<file path="config.mk">
export PLATFORM = sky130hd
export DESIGN_NAME = sar_adc_control_logic
export DESIGN_NICKNAME = d
export VERILOG_FILES = /design/src/logic/sar_adc_pkg.sv /design/src/logic/sar_step_if.sv /design/src/logic/sar_step_engine.sv /design/src/logic/sar_adc_control_logic.sv
export VERILOG_INCLUDE_DIRS = /design/src /design/src/logic
export SDC_FILE = /design/constraint.sdc
export NUM_CORES = 1
export LEC_CHECK = 0
export BUFFER_PORTS_ARGS = -buffer_cell sky130_fd_sc_hd__buf_2
export CAP_MARGIN = 20
export CORE_ASPECT_RATIO = 2
export CORE_UTILIZATION = 40
export CTS_CLUSTER_SIZE = 14
export DETAILED_ROUTE_END_ITERATION = 8
export PLACE_DENSITY = 0.57
export SYNTH_ARGS = -nofsm -noshare
export SYNTH_HDL_FRONTEND = slang
export SYNTH_SLANG_ARGS = --single-unit
</file>
<file path="constraint.sdc">
create_clock -name CLK_SYS_IN -period 2.3 [get_ports CLK_SYS_IN]
set_input_delay 0.345 -clock CLK_SYS_IN [delete_from_list [all_inputs] [get_ports CLK_SYS_IN]]
set_output_delay 0.345 -clock CLK_SYS_IN [all_outputs]
set_load 0.01 [all_outputs]
</file>
<file path="src/logic/sar_adc_defs.svh">
/*
  Constants for the converter control logic: pin slots, field positions,
  reset values and bit-step timing counts.
  Assumes a single system clock whose rate is given here in MHz.
*/
`ifndef SAR_ADC_DEFS_SVH
`define SAR_ADC_DEFS_SVH

// ----------------------------------------------------------------------
// Clock and bit-step timing
// ----------------------------------------------------------------------
`define CLK_MHZ 25
// Nominal interval between trial codes, in ns
`define STEP_NS 950
// Comparator decision point after a code change, in ns
`define DECIDE_NS 850
// Nominal figures: both round down to whole cycles (23 and 21)
`define STEP_CYCLES ((`STEP_NS * `CLK_MHZ) / 1000)
`define DECIDE_CYCLES ((`DECIDE_NS * `CLK_MHZ) / 1000)
`define CNT_W 5

// ----------------------------------------------------------------------
// Result layout
// ----------------------------------------------------------------------
`define RES_BITS 12
`define IDX_W 4
`define FULL_LAST_BIT 4'h0
`define SHORT_LAST_BIT 4'h4
`define MSB_IDX 4'hB
`define TRIAL_FIRST 12'h800
`define SHORT_TAIL 4'h8
`define RESULT_RESET 12'h000

// ----------------------------------------------------------------------
// Output enable patterns
// ----------------------------------------------------------------------
`define OE_ALL 12'hFFF
`define OE_HIGH_BYTE 12'hFF0
`define OE_LOW_BYTE 12'h0FF
`define OE_NONE 12'h000

// ----------------------------------------------------------------------
// Slots of the synchronised pin vector
// ----------------------------------------------------------------------
`define PIN_CE 0
`define PIN_CS_N 1
`define PIN_RC 2
`define PIN_WIDTH 3
`define PIN_BYTE_SEL 4
`define PIN_CMP 5
`define PIN_COUNT 6

`endif

</file>
<file path="src/logic/sar_adc_pkg.sv">
/*
  Types shared by the converter control logic and its bit-step engine.
  Assumes sar_adc_defs.svh is on the include path.
*/
`default_nettype none
`include "sar_adc_defs.svh"

package sar_adc_pkg;

  // ----------------------------------------------------------------------
  // Bit-step engine state
  // ----------------------------------------------------------------------
  typedef enum logic {
    ENG_IDLE,
    ENG_RUN
  } eng_phase_t;

  typedef struct packed {
    eng_phase_t phase;                            // Idle or converting
    logic [`CNT_W-1:0] cnt;                       // Cycle within bit step
    logic [`IDX_W-1:0] idx;                       // Bit under trial
    logic [`RES_BITS-1:0] successive_approx_register; // Trial code
    logic done;                                   // One-cycle end pulse
  } eng_state_t;

  // ----------------------------------------------------------------------
  // Control front end state
  // ----------------------------------------------------------------------
  typedef struct packed {
    logic [`PIN_COUNT-1:0] s1;                    // Synchroniser stage 1
    logic [`PIN_COUNT-1:0] s2;                    // Synchroniser stage 2
    logic [`PIN_COUNT-1:0] s3;                    // Synchroniser stage 3
    logic [`PIN_COUNT-1:0] filt;                  // Agreed pin levels
    logic qual_prev;                              // Start qualifier, last cycle
    logic byte_select_short_cycle;                // Latched at each start
    logic [`RES_BITS-1:0] result;                 // Last finished result
    logic [`RES_BITS-1:0] data;                   // Data pin values
    logic [`RES_BITS-1:0] oe;                     // Data pin enables
  } ctrl_state_t;

endpackage

`default_nettype wire

</file>
<file path="src/logic/sar_step_if.sv">
/*
  Carrier between the control front end and the bit-step engine.
  Assumes both sides run on the same system clock.
*/
`timescale 1ns/1ps
`default_nettype none

interface sar_step_if;
  logic start;                      // One-cycle accepted start
  logic short_cycle;                // High stops after 8 bits
  logic comp;                       // Synchronised comparator: keep bit
  logic [11:0] code;                // Current trial / final code
  logic busy;                       // Conversion in progress
  logic done;                       // One-cycle completion pulse

  modport ctrl (output start, output short_cycle, output comp,
                input code, input busy, input done);
  modport engine (input start, input short_cycle, input comp,
                  output code, output busy, output done);
endinterface

`default_nettype wire

</file>
<file path="src/logic/sar_step_engine.sv">
/*
  Successive-approximation engine: walks the trial code from the MSB
  down, one bit per fixed step, keeping or dropping each bit on the
  comparator's word.
  Assumes start only arrives while idle and comp is already synchronised.
*/
`timescale 1ns/1ps
`default_nettype none
`include "sar_adc_defs.svh"

module sar_step_engine (
  input wire logic clk,
  input wire logic rst_n,
  sar_step_if.engine step
);

  // ----------------------------------------------------------------------
  // State
  // ----------------------------------------------------------------------
  sar_adc_pkg::eng_state_t q; // Registered state
  sar_adc_pkg::eng_state_t d; // Next state
  logic last_bit;             // Current step ends the conversion

  // Length is read live so a re-latched short-cycle level takes effect
  assign last_bit = (q.idx == `FULL_LAST_BIT) ||
                    (step.short_cycle && (q.idx <= `SHORT_LAST_BIT));

  // Next-state logic
  always_comb begin
    d = q;
    d.done = 1'b0;
    case (q.phase)
      sar_adc_pkg::ENG_IDLE: begin
        if (step.start) begin
          d.phase = sar_adc_pkg::ENG_RUN;
          d.cnt = '0;
          d.idx = `MSB_IDX;
          d.successive_approx_register = `TRIAL_FIRST;
        end
      end
      sar_adc_pkg::ENG_RUN: begin
        d.cnt = `CNT_W'(q.cnt + 1'b1);
        // Decision point inside the step
        if (q.cnt == `CNT_W'(`DECIDE_CYCLES - 1) && !step.comp) begin
          d.successive_approx_register[q.idx] = 1'b0;
        end
        // Step boundary: next trial bit or finish
        if (q.cnt == `CNT_W'(`STEP_CYCLES - 1)) begin
          d.cnt = '0;
          if (last_bit) begin
            d.phase = sar_adc_pkg::ENG_IDLE;
            d.done = 1'b1;
            if (step.short_cycle) begin
              d.successive_approx_register[3:0] = `SHORT_TAIL;
            end
          end else begin
            d.idx = `IDX_W'(q.idx - 1'b1);
            d.successive_approx_register[`IDX_W'(q.idx - 1'b1)] = 1'b1;
          end
        end
      end
      default: begin
        d.phase = sar_adc_pkg::ENG_IDLE;
      end
    endcase
  end

  // Register the whole state
  always_ff @(posedge clk or negedge rst_n) begin
    if (!rst_n) begin
      q <= '{phase: sar_adc_pkg::ENG_IDLE, cnt: '0, idx: '0,
             successive_approx_register: `RESULT_RESET, done: 1'b0};
    end else begin
      q <= d;
    end
  end

  assign step.code = q.successive_approx_register;
  assign step.busy = (q.phase == sar_adc_pkg::ENG_RUN);
  assign step.done = q.done;

  // ----------------------------------------------------------------------
  // Checks
  // ----------------------------------------------------------------------
  a_new_bit_timing: assert property (@(posedge clk) disable iff (!rst_n)
    (step.busy && $past(step.busy) && ((q.successive_approx_register & ~$past(q.successive_approx_register)) != 0))
    |-> (q.cnt == 0) && ($past(q.cnt) == `CNT_W'(`STEP_CYCLES - 1)))
    else $error("Trial bit set off the step boundary");

  a_decide_timing: assert property (@(posedge clk) disable iff (!rst_n)
    (step.busy && $past(step.busy) && ((~q.successive_approx_register & $past(q.successive_approx_register)) != 0))
    |-> $past(q.cnt) == `CNT_W'(`DECIDE_CYCLES - 1))
    else $error("Bit dropped outside the decision point");

  a_full_length: assert property (@(posedge clk) disable iff (!rst_n)
    (q.done && !step.short_cycle) |-> $past(q.idx) == `FULL_LAST_BIT)
    else $error("Full conversion ended early");

endmodule

`default_nettype wire

</file>
<file path="src/logic/sar_adc_control_logic.sv">
/*
  Control logic of a 12-bit successive-approximation converter with a
  parallel processor interface: pin synchronisers, start detection,
  conversion status and the tri-state data output stage.
  Assumes all control pins and the comparator are asynchronous to
  CLK_SYS_IN, and that data pins are resolved outside from the enables.
*/
`timescale 1ns/1ps
`default_nettype none
`include "sar_adc_defs.svh"

module sar_adc_control_logic (
  input wire logic CLK_SYS_IN,
  input wire logic RESETN_IN,
  input wire logic CHIP_ENABLE_IN,
  input wire logic CHIP_SELECT_N_IN,
  input wire logic READ_CONVERT_IN,
  input wire logic WIDTH_SELECT_IN,
  input wire logic BYTE_SELECT_SHORT_CYCLE_IN,
  input wire logic COMPARATOR_IN,
  output logic STATUS_OUT,
  output logic [11:0] TRIAL_CODE_OUT,
  output logic [11:0] DATA_OUT,
  output logic [11:0] DATA_OE_OUT
);

  // ----------------------------------------------------------------------
  // State and wiring
  // ----------------------------------------------------------------------
  sar_adc_pkg::ctrl_state_t q; // Registered state
  sar_adc_pkg::ctrl_state_t d; // Next state
  sar_step_if step ();         // Link to the bit-step engine
  logic [`PIN_COUNT-1:0] pins; // Raw pin vector
  logic [`PIN_COUNT-1:0] agree; // Stages 2 and 3 agree
  logic qual;                  // All three start inputs in convert state
  logic start_edge;            // Last of the three just arrived
  logic read_ok;               // Five read conditions met, including no start this cycle

  // ----------------------------------------------------------------------
  // Pin sampling and start detection
  // ----------------------------------------------------------------------
  // Comparator rides in the same synchroniser as the control pins, so
  // its word is three to four cycles old at the decision point
  assign pins = {COMPARATOR_IN, BYTE_SELECT_SHORT_CYCLE_IN, WIDTH_SELECT_IN,
                 READ_CONVERT_IN, CHIP_SELECT_N_IN, CHIP_ENABLE_IN};
  // Only stages 2 and 3 are compared; stage 1 may be metastable
  assign agree = ~(q.s2 ^ q.s3);

  // Start qualifier: whichever input reaches its state last fires
  assign qual = q.filt[`PIN_CE] && !q.filt[`PIN_CS_N] && !q.filt[`PIN_RC];
  assign start_edge = qual && !q.qual_prev;
  // Busy converter swallows the start itself
  assign step.start = start_edge && !step.busy;
  assign step.short_cycle = q.byte_select_short_cycle;
  assign step.comp = q.filt[`PIN_CMP];

  // ----------------------------------------------------------------------
  // Read gating
  // ----------------------------------------------------------------------
  // Reads need read mode, idle, enabled, selected; a start in this
  // cycle also blocks so enables never overlap a rising status
  assign read_ok = q.filt[`PIN_RC] && !step.busy && !step.start &&
                   q.filt[`PIN_CE] && !q.filt[`PIN_CS_N];

  // ----------------------------------------------------------------------
  // Next-state logic
  // ----------------------------------------------------------------------
  always_comb begin
    d = q;
    // Three-stage synchroniser; a level counts once 2 and 3 agree
    d.s1 = pins;
    d.s2 = q.s1;
    d.s3 = q.s2;
    d.filt = (q.s2 & agree) | (q.filt & ~agree);
    d.qual_prev = qual;
    // Every start edge re-latches, even mid-conversion
    if (start_edge) begin
      d.byte_select_short_cycle = q.filt[`PIN_BYTE_SEL];
    end
    // Capture the finished code
    if (step.done) begin
      d.result = step.code;
    end
    // Output stage
    d.oe = `OE_NONE;
    d.data = '0;
    if (read_ok) begin
      if (q.filt[`PIN_WIDTH]) begin
        // Whole word at once, byte select ignored
        d.oe = `OE_ALL;
        d.data = d.result;
      end else if (!q.filt[`PIN_BYTE_SEL]) begin
        // Upper eight bits on the top lines
        d.oe = `OE_HIGH_BYTE;
        d.data = {d.result[11:4], 4'h0};
      end else begin
        // Low nibble on the bottom lines, next four forced zero
        d.oe = `OE_LOW_BYTE;
        d.data = {8'h00, d.result[3:0]};
      end
    end
  end

  // ----------------------------------------------------------------------
  // State register
  // ----------------------------------------------------------------------
  always_ff @(posedge CLK_SYS_IN or negedge RESETN_IN) begin
    if (!RESETN_IN) begin
      q <= '{s1: '0, s2: '0, s3: '0, filt: '0, qual_prev: 1'b0,
             byte_select_short_cycle: 1'b0, result: `RESULT_RESET,
             data: '0, oe: `OE_NONE};
    end else begin
      q <= d;
    end
  end

  // ----------------------------------------------------------------------
  // Bit-step engine
  // ----------------------------------------------------------------------
  sar_step_engine u_engine (
    .clk(CLK_SYS_IN),
    .rst_n(RESETN_IN),
    .step(step)
  );

  // Status straight from the engine's state flop
  assign STATUS_OUT = step.busy;
  assign TRIAL_CODE_OUT = step.code;
  assign DATA_OUT = q.data;
  assign DATA_OE_OUT = q.oe;

  // ----------------------------------------------------------------------
  // Checks
  // ----------------------------------------------------------------------
  a_float_while_busy: assert property (@(posedge CLK_SYS_IN) disable iff (!RESETN_IN)
    STATUS_OUT |-> DATA_OE_OUT == `OE_NONE)
    else $error("Data driven during conversion");

  a_start_raises_status: assert property (@(posedge CLK_SYS_IN) disable iff (!RESETN_IN)
    (start_edge && !STATUS_OUT) |=> STATUS_OUT && TRIAL_CODE_OUT == `TRIAL_FIRST)
    else $error("Start did not begin a conversion");

  a_busy_no_restart: assert property (@(posedge CLK_SYS_IN) disable iff (!RESETN_IN)
    (start_edge && STATUS_OUT) |=>
      (u_engine.q.idx == $past(u_engine.q.idx) || $past(u_engine.q.cnt) == `CNT_W'(`STEP_CYCLES - 1)) &&
      (u_engine.q.cnt == (($past(u_engine.q.cnt) == `CNT_W'(`STEP_CYCLES - 1)) ? `CNT_W'(0) :
                          `CNT_W'($past(u_engine.q.cnt) + 1'b1))))
    else $error("Start while busy disturbed the conversion");

  a_select_relatch: assert property (@(posedge CLK_SYS_IN) disable iff (!RESETN_IN)
    start_edge |=> q.byte_select_short_cycle == $past(q.filt[`PIN_BYTE_SEL]))
    else $error("Byte select not latched at start");

  a_short_tail: assert property (@(posedge CLK_SYS_IN) disable iff (!RESETN_IN)
    (step.done && q.byte_select_short_cycle) |=> q.result[3:0] == `SHORT_TAIL)
    else $error("Short result tail wrong");

  a_read_gating: assert property (@(posedge CLK_SYS_IN) disable iff (!RESETN_IN)
    (DATA_OE_OUT != `OE_NONE) |-> $past(read_ok))
    else $error("Outputs enabled without read conditions");

  a_nibble_zeros: assert property (@(posedge CLK_SYS_IN) disable iff (!RESETN_IN)
    (DATA_OE_OUT == `OE_LOW_BYTE) |-> DATA_OUT[7:4] == 4'h0 && DATA_OUT[3:0] == q.result[3:0])
    else $error("Low byte not nibble plus zeros");

  a_standalone_start: assert property (@(posedge CLK_SYS_IN) disable iff (!RESETN_IN)
    ($fell(q.filt[`PIN_RC]) && q.filt[`PIN_CE] && $past(q.filt[`PIN_CE]) && !q.filt[`PIN_CS_N] &&
     !$past(q.filt[`PIN_CS_N]) && !STATUS_OUT) |=> STATUS_OUT)
    else $error("Read/convert fall did not start");

  // Whole-word and upper-byte patterns carry the stored result
  a_word_read: assert property (@(posedge CLK_SYS_IN) disable iff (!RESETN_IN)
    (DATA_OE_OUT == `OE_ALL) |-> DATA_OUT == q.result)
    else $error("Word read does not carry the result");

  a_high_byte: assert property (@(posedge CLK_SYS_IN) disable iff (!RESETN_IN)
    (DATA_OE_OUT == `OE_HIGH_BYTE) |-> DATA_OUT == {q.result[11:4], 4'h0})
    else $error("Upper byte read wrong");

  // Losing enable or select must float the lines on the next edge
  a_deselect_float: assert property (@(posedge CLK_SYS_IN) disable iff (!RESETN_IN)
    (!q.filt[`PIN_CE] || q.filt[`PIN_CS_N]) |=> DATA_OE_OUT == `OE_NONE)
    else $error("Lines driven while deselected");

  // Status falls only at the end of a last bit step; a late re-latch
  // to short may end below bit 4, which is accepted behaviour
  a_status_end: assert property (@(posedge CLK_SYS_IN) disable iff (!RESETN_IN)
    $fell(STATUS_OUT) |-> $past(u_engine.q.cnt) == `CNT_W'(`STEP_CYCLES - 1) &&
      ($past(u_engine.q.idx) == `FULL_LAST_BIT ||
       ($past(q.byte_select_short_cycle) && $past(u_engine.q.idx) <= `SHORT_LAST_BIT)))
    else $error("Status fell before the last bit step");

  // Finished code is stored on the edge after status falls
  a_result_capture: assert property (@(posedge CLK_SYS_IN) disable iff (!RESETN_IN)
    $fell(STATUS_OUT) |=> q.result == $past(TRIAL_CODE_OUT))
    else $error("Finished code not stored");

  // ----------------------------------------------------------------------
  // Coverage of the main scenarios
  // ----------------------------------------------------------------------
  c_word_read: cover property (@(posedge CLK_SYS_IN) disable iff (!RESETN_IN)
    DATA_OE_OUT == `OE_ALL);
  c_full_done: cover property (@(posedge CLK_SYS_IN) disable iff (!RESETN_IN)
    step.done && !q.byte_select_short_cycle);
  c_short_done: cover property (@(posedge CLK_SYS_IN) disable iff (!RESETN_IN)
    step.done && q.byte_select_short_cycle);
  c_start_while_busy: cover property (@(posedge CLK_SYS_IN) disable iff (!RESETN_IN)
    start_edge && STATUS_OUT);
  c_low_byte_read: cover property (@(posedge CLK_SYS_IN) disable iff (!RESETN_IN)
    DATA_OE_OUT == `OE_LOW_BYTE);

endmodule

`default_nettype wire

</file>
# Word-level counts from Yosys, hierarchy flattened
# Index checks and enable logic that the tools add are counted.
[word_totals]
input_bits = 8
out_inout_bits = 37
register_bits = 85
wordCells = 76
[op_classes]
n_eq_ne = 5
bitwise_logic = 10
add_sub_neg = 2
reduce_logical = 21
mux = 19
magnitude_cmp = 5
[ops]
columns = ["op", "count"]
rows = [
  ["24-bit 2-to-1 mux", 3],
  ["12-bit 2-to-1 mux", 4],
  ["22-bit one-hot mux with 2 select lines", 1],
  ["23-bit 2-to-1 mux", 1],
  ["22-bit 2-to-1 mux", 1],
  ["12-bit bitwise AND", 1],
  ["6-bit bitwise AND", 2],
  ["1-bit logical AND", 12],
  ["12-bit NOT", 1],
  ["6-bit NOT", 2],
  ["12-bit bitwise OR", 1],
  ["5-bit == test, second input constant", 2],
  ["4-bit by 5-bit less-than comparator with 1-bit output, second input constant", 2],
  ["1-bit demux with 4-bit select", 2],
  ["4-bit by 1-bit greater-or-equal comparator with 1-bit output, second input constant", 2],
  ["4-bit 2-to-1 mux", 2],
  ["1-bit logical NOT", 6],
  ["2-bit != test, second input constant", 3],
  ["6-bit bitwise OR", 1],
  ["6-bit XOR", 1],
  ["5-bit by 1-bit adder with 5-bit output, second input constant", 1],
  ["1-bit 2-to-1 mux", 5],
  ["4-bit by 3-bit <= comparator with 1-bit output, second input constant", 1],
  ["4-bit logical NOT", 1],
  ["4 further kinds", 4],
]

# Logic depth before layout (Yosys ltp)
[logic_depth]
depth_word = 12
mapped_depth = 8
mapped_depth_nobuf = 6

# By module
# From an unflattened synthesis, not the netlist that was laid out.
[unflattened]
hier_cells = 271
area_unflattened_um2 = 3340.7
[modules_own_cells]
columns = ["module", "area_each_um2", "instances", "cells_each"]
rows = [
  ["sar_adc_control_logic", 1911.8, 1, 120],
  ["sar_step_engine", 1428.9, 1, 151],
]

# Worst setup path before layout
# OpenSTA, ideal clock, no wires.
[synth_timing]
kind = "reg2reg"
start = "reg u_engine.q[13] (netlist name)"
end = "reg u_engine.q, in the netlist u_engine.step.code[11]"
synth_period_minus_slack_ps = 1868
stages_incl_launch_ff = 9
slack_ps = 432
n_path_buf = 2
arrival_time_ps = 1802
cell_sequence = "dfrtp_1 -> clkbuf_1 -> inv_1 -> ha_1 -> clkbuf_1 -> nor2_1 -> o21ai_0 -> a21oi_1 -> a22o_1"
[synth_via]
elab_chain_cells = 12
[synth_lines]
columns = ["item", "line_no", "text"]
rows = [
  ["from (decl)", "sar_step_engine.sv:20", "sar_adc_pkg::eng_state_t q;"],
  ["from (signal assigned)", "sar_step_engine.sv:71", "q <= '{phase: sar_adc_pkg::ENG_IDLE, cnt: '0, idx: '0,"],
  ["parallel branches: the longest is 10 deep, another holds 4-bit by 5-bit less-than comparator with 1-bit output", "n/a", ""],
  ["23-bit 2-to-1 mux (*)", "sar_step_engine.sv:48", "if (q.cnt == `CNT_W'(`STEP_CYCLES - 1)) begin"],
  ["22-bit one-hot mux with 2 select lines (*)", "sar_step_engine.sv:32", "case (q.phase)"],
]
# Mark *: on every way between the ends. The select of a mux whose other input is x is not followed.
# A chain may end at the register's enable or synchronous reset.

# Final worst setup path
[layout_timing]
start = "reg u_engine.q[13] (netlist name)"
end = "reg u_engine.q, in the netlist u_engine.step.code[1]"
[layout_via]
elab_chain_cells = 12
[layout_lines]
columns = ["item", "line_no"]
rows = [
  ["parallel branches: the longest is 10 deep, another holds 4-bit by 5-bit less-than comparator with 1-bit output", "n/a"],
  ["23-bit 2-to-1 mux (*)", "sar_step_engine.sv:48"],
  ["22-bit one-hot mux with 2 select lines (*)", "sar_step_engine.sv:32"],
]
# Marked as above.

==> impl_metrics.yaml <==
run_status:
  status: "finished, final reports clean"
power_and_ir_drop:
  ir_drop_uv: 622
  clkPwrFrac: 0.388
  leakagePower_nw: 1.86
  power.total_mw: 4.18
  share_comb_of_total_power: 0.199
  switching_share: 0.304
  power_switching_mw: 1.27
  p_int_mw: 2.91
  power_density_nw_per_um2: 1100
  pwr-share-seq: 0.413
floorplanning:
  core-area_sq_um: 8230
  die_w_um: 67.1
  dieArea_sq_um: 8860
  fp.dieH_um: 132
  pin_count: 45
  initial_core_util: 0.411
  row_count: 47
timing:
  tightest_slew_ps: 774
  period_minus_slack_ps: 2130
  finalHoldViolCount: 0
  post-route-period-util: 0.928
  relSlewSlack: 0.481
  max_freq_mhz: 469
  slew_violations: 0
  fin_setup_tns_ps: 0
  skew_ps: 8.33
  setup_viol: 0
  rsz0062_at_grt: "no"
  hold_slack_ps: 112
worst_setup_path:
  reg2regPathDepth: 6
  cp-end-kind: "flop"
  cp_data_required_time_ps: 2520
  crit_fanout: 11
  worst_setup_path_start_kind: "flop"
  r2r-start: "u_engine.q[13]$_DFFE_PN0P_"
  worst-r2r-setup-slack_ps: 170
  r2r_end: "u_engine.step.code[1]$_DFFE_PN0P_"
  worstSetupPathType: "flop to flop"
  cp_data_arrival_time_ps: 2360
clock_tree:
  htreeDepth: 3
  cts_tree: "built"
  cts.sinks: 76
  cts-root-buf: "clkbuf_16"
  clkSlewWorstSetupHoldPaths_ps: 60
  cts_setup_buffers: 0
  cts_max_path_buffers: 2
  cts_made_buffers: 9
  clk_latency_ps: 330
cells_and_area:
  layout_commonest_cell: "dfrtp_1"
  layout-drive-gt1-share: 0.258
  final_cell_mix: "dfrtp_1 (76), buf_2 (43), nand2_1 (20), nor2b_1 (15), nor2_1 (15)"
  area_delta_synth_final_pct: 12.7
  multiInputGateArea_sq_um: 1110
  regArea_sq_um: 1900
  n_fill_cell: 770
  final_nets: 326
  antenna_cells: 0
  stdcell_count: 412
route:
  vias: 2165
  drt_iter0_drc: 78
  dr.pass1.iters: 4
  drtAntennaViolNets: 0
  wl_per_cell_um: 16.5
  route.detailed.drc: 0
  finalWirelength_um: 6790
  vias_per_cell: 5.25
global_route:
  grt_pass1_wl_um: 11100
  grt_pass1_vias: 2194
  antenna_found_initial: 0
  grt_max_degree: 40
  grtUsageTotal: 0.176
  grt_overflow_total: 0
placement:
  hpwl_um: 4950
  numPortBuffers: 44
  placed_cells: 395
  place_congestion: 0.927
logic_synthesis:
  synth_edf_count: 0
  ys_seq_area_frac: 0.562
  yosys_warnings: 0
  syn_area_sq_um: 3390
  syn_nets: 314
  ys_ff_latch: 76
  synthArstFlopShare: 1.00
  synthCells: 297
  synthDistinctLibCells: 45
  synth.avg_cell_area_sq_um: 11.4
  yosys_most_used_dff: "dfrtp_1"
run:
  maxCapViolations: 0
worst_hold_path:
  hold_end: "d[54]$_DFF_PN0_"
  hold_start: "BYTE_SELECT_SHORT_CYCLE_IN"
  hold_path_class: "primary input to flop"
  hold_depth: 1
## synth_stat cells (2+ instances only)
cell type,count,area (sq um)
a211oi_1,2,15.0
a21oi_1,4,20.0
a22o_1,3,26.3
a32o_1,9,90.1
and3_1,2,12.5
buf_2,5,25.0
buf_4,36,270
clkbuf_1,7,26.3
dfrtp_1,76,1900
ha_1,9,113
inv_1,13,48.8
maj3_1,6,60.1
mux2_2,13,146
nand2_1,20,75.1
nand2b_1,6,37.5
nand3_1,5,25.0
nand3b_1,2,15.0
nand4b_1,2,17.5
nor2_1,15,56.3
nor2b_1,15,93.8
nor3_1,7,35.0
nor4_1,2,12.5
o211ai_1,2,15.0
o21ai_0,13,65.1
o22ai_1,2,12.5
or4b_1,2,20.0
## layout make-up
| class | count | share of cell area |
|---|---|---|
| Inverter | 13 | 0.0128 |
| Clock buffer | 9 | 0.0590 |
| Clock inverter | 7 | 0.0325 |
| Tap cell | 98 | 0.0321 |
| Timing Repair Buffer | 50 | 0.0741 |
| Multi-Input combinational cell | 159 | 0.291 |
| Sequential cell | 76 | 0.499 |
## kinds of logic after synthesis
kind of cell,after synthesis,share of synthesized area
and+or+nand+nor,86,0.137
xor gates and xnor gates,1,0.00259
adders and majority gates,15,0.0510
AOI/OAI and AO/OA,44,0.0939
muxes,13,0.0432
DFF,76,0.562
buffers and inverters,62,0.110
## power groups by stage
stage,logic (mW),clock network (mW),registers [mW]
floorplan,0.720,0,1.61
global placement,0.819,0,1.74
detailed placement,0.829,0,1.75
CTS,0.832,1.66,1.72
global route,0.938,1.72,1.76
finish,0.830,1.62,1.73
## critical path, stage by stage (launching register included)
cell	delay, ps
dfrtp_1	490
inv_1	150
ha_1	370
nor2b_1	130
o41ai_1	480
o21ai_0	190
a32o_1	230
## state kept, by name, summed over array words and instances, names as in the netlist, named ones only
register            count
u_engine.step.done      1
u_engine.q              9
d                      12
DATA_OE_OUT             3
q                      19
u_engine.step.code     12
step.short_cycle        1
u_engine.step.busy      1
DATA_OUT               12
## routing by layer
layer,up-vias,track usage,share of wire
met5,-,0,0
met4,0,0.135,0.066
met3,22,0.0476,0.034
met2,62,0.291,0.53
met1,1067,0.179,0.37
li1,1014,-,-
## how the worst max path moves through the flow
stage,slack [ps],end,start,cells past startpoint
floorplan,430,u_engine.step.code[11]$_DFFE_PN0P_,u_engine.q[13]$_DFFE_PN0P_,8
global placement,340,u_engine.step.code[2]$_DFFE_PN0P_,u_engine.q[13]$_DFFE_PN0P_,6
detailed placement,250,u_engine.step.code[1]$_DFFE_PN0P_,u_engine.q[13]$_DFFE_PN0P_,6
CTS,240,u_engine.step.code[1]$_DFFE_PN0P_,u_engine.q[13]$_DFFE_PN0P_,6
global route,50,u_engine.step.code[1]$_DFFE_PN0P_,u_engine.q[14]$_DFFE_PN0P_,6
finish,170,u_engine.step.code[1]$_DFFE_PN0P_,u_engine.q[13]$_DFFE_PN0P_,6
## through the flow
stage	area (sq um)	worst slack (ps)	utilization
floorplan	3390	432	-
CTS	3810	239	0.463
global route	3810	45.3	0.463
detailed placement	3460	255	0.420
global placement	3460	336	0.420
finish	3810	166	0.463
## what timing repair did
action,4_1_cts,5_1_grt
hold buffers,1,0
resized for setup,0,0
endpoints found under the hold margin,5,0
endpoints found under the setup margin,0,0
No activity file was read; power rests on OpenSTA's default activity.
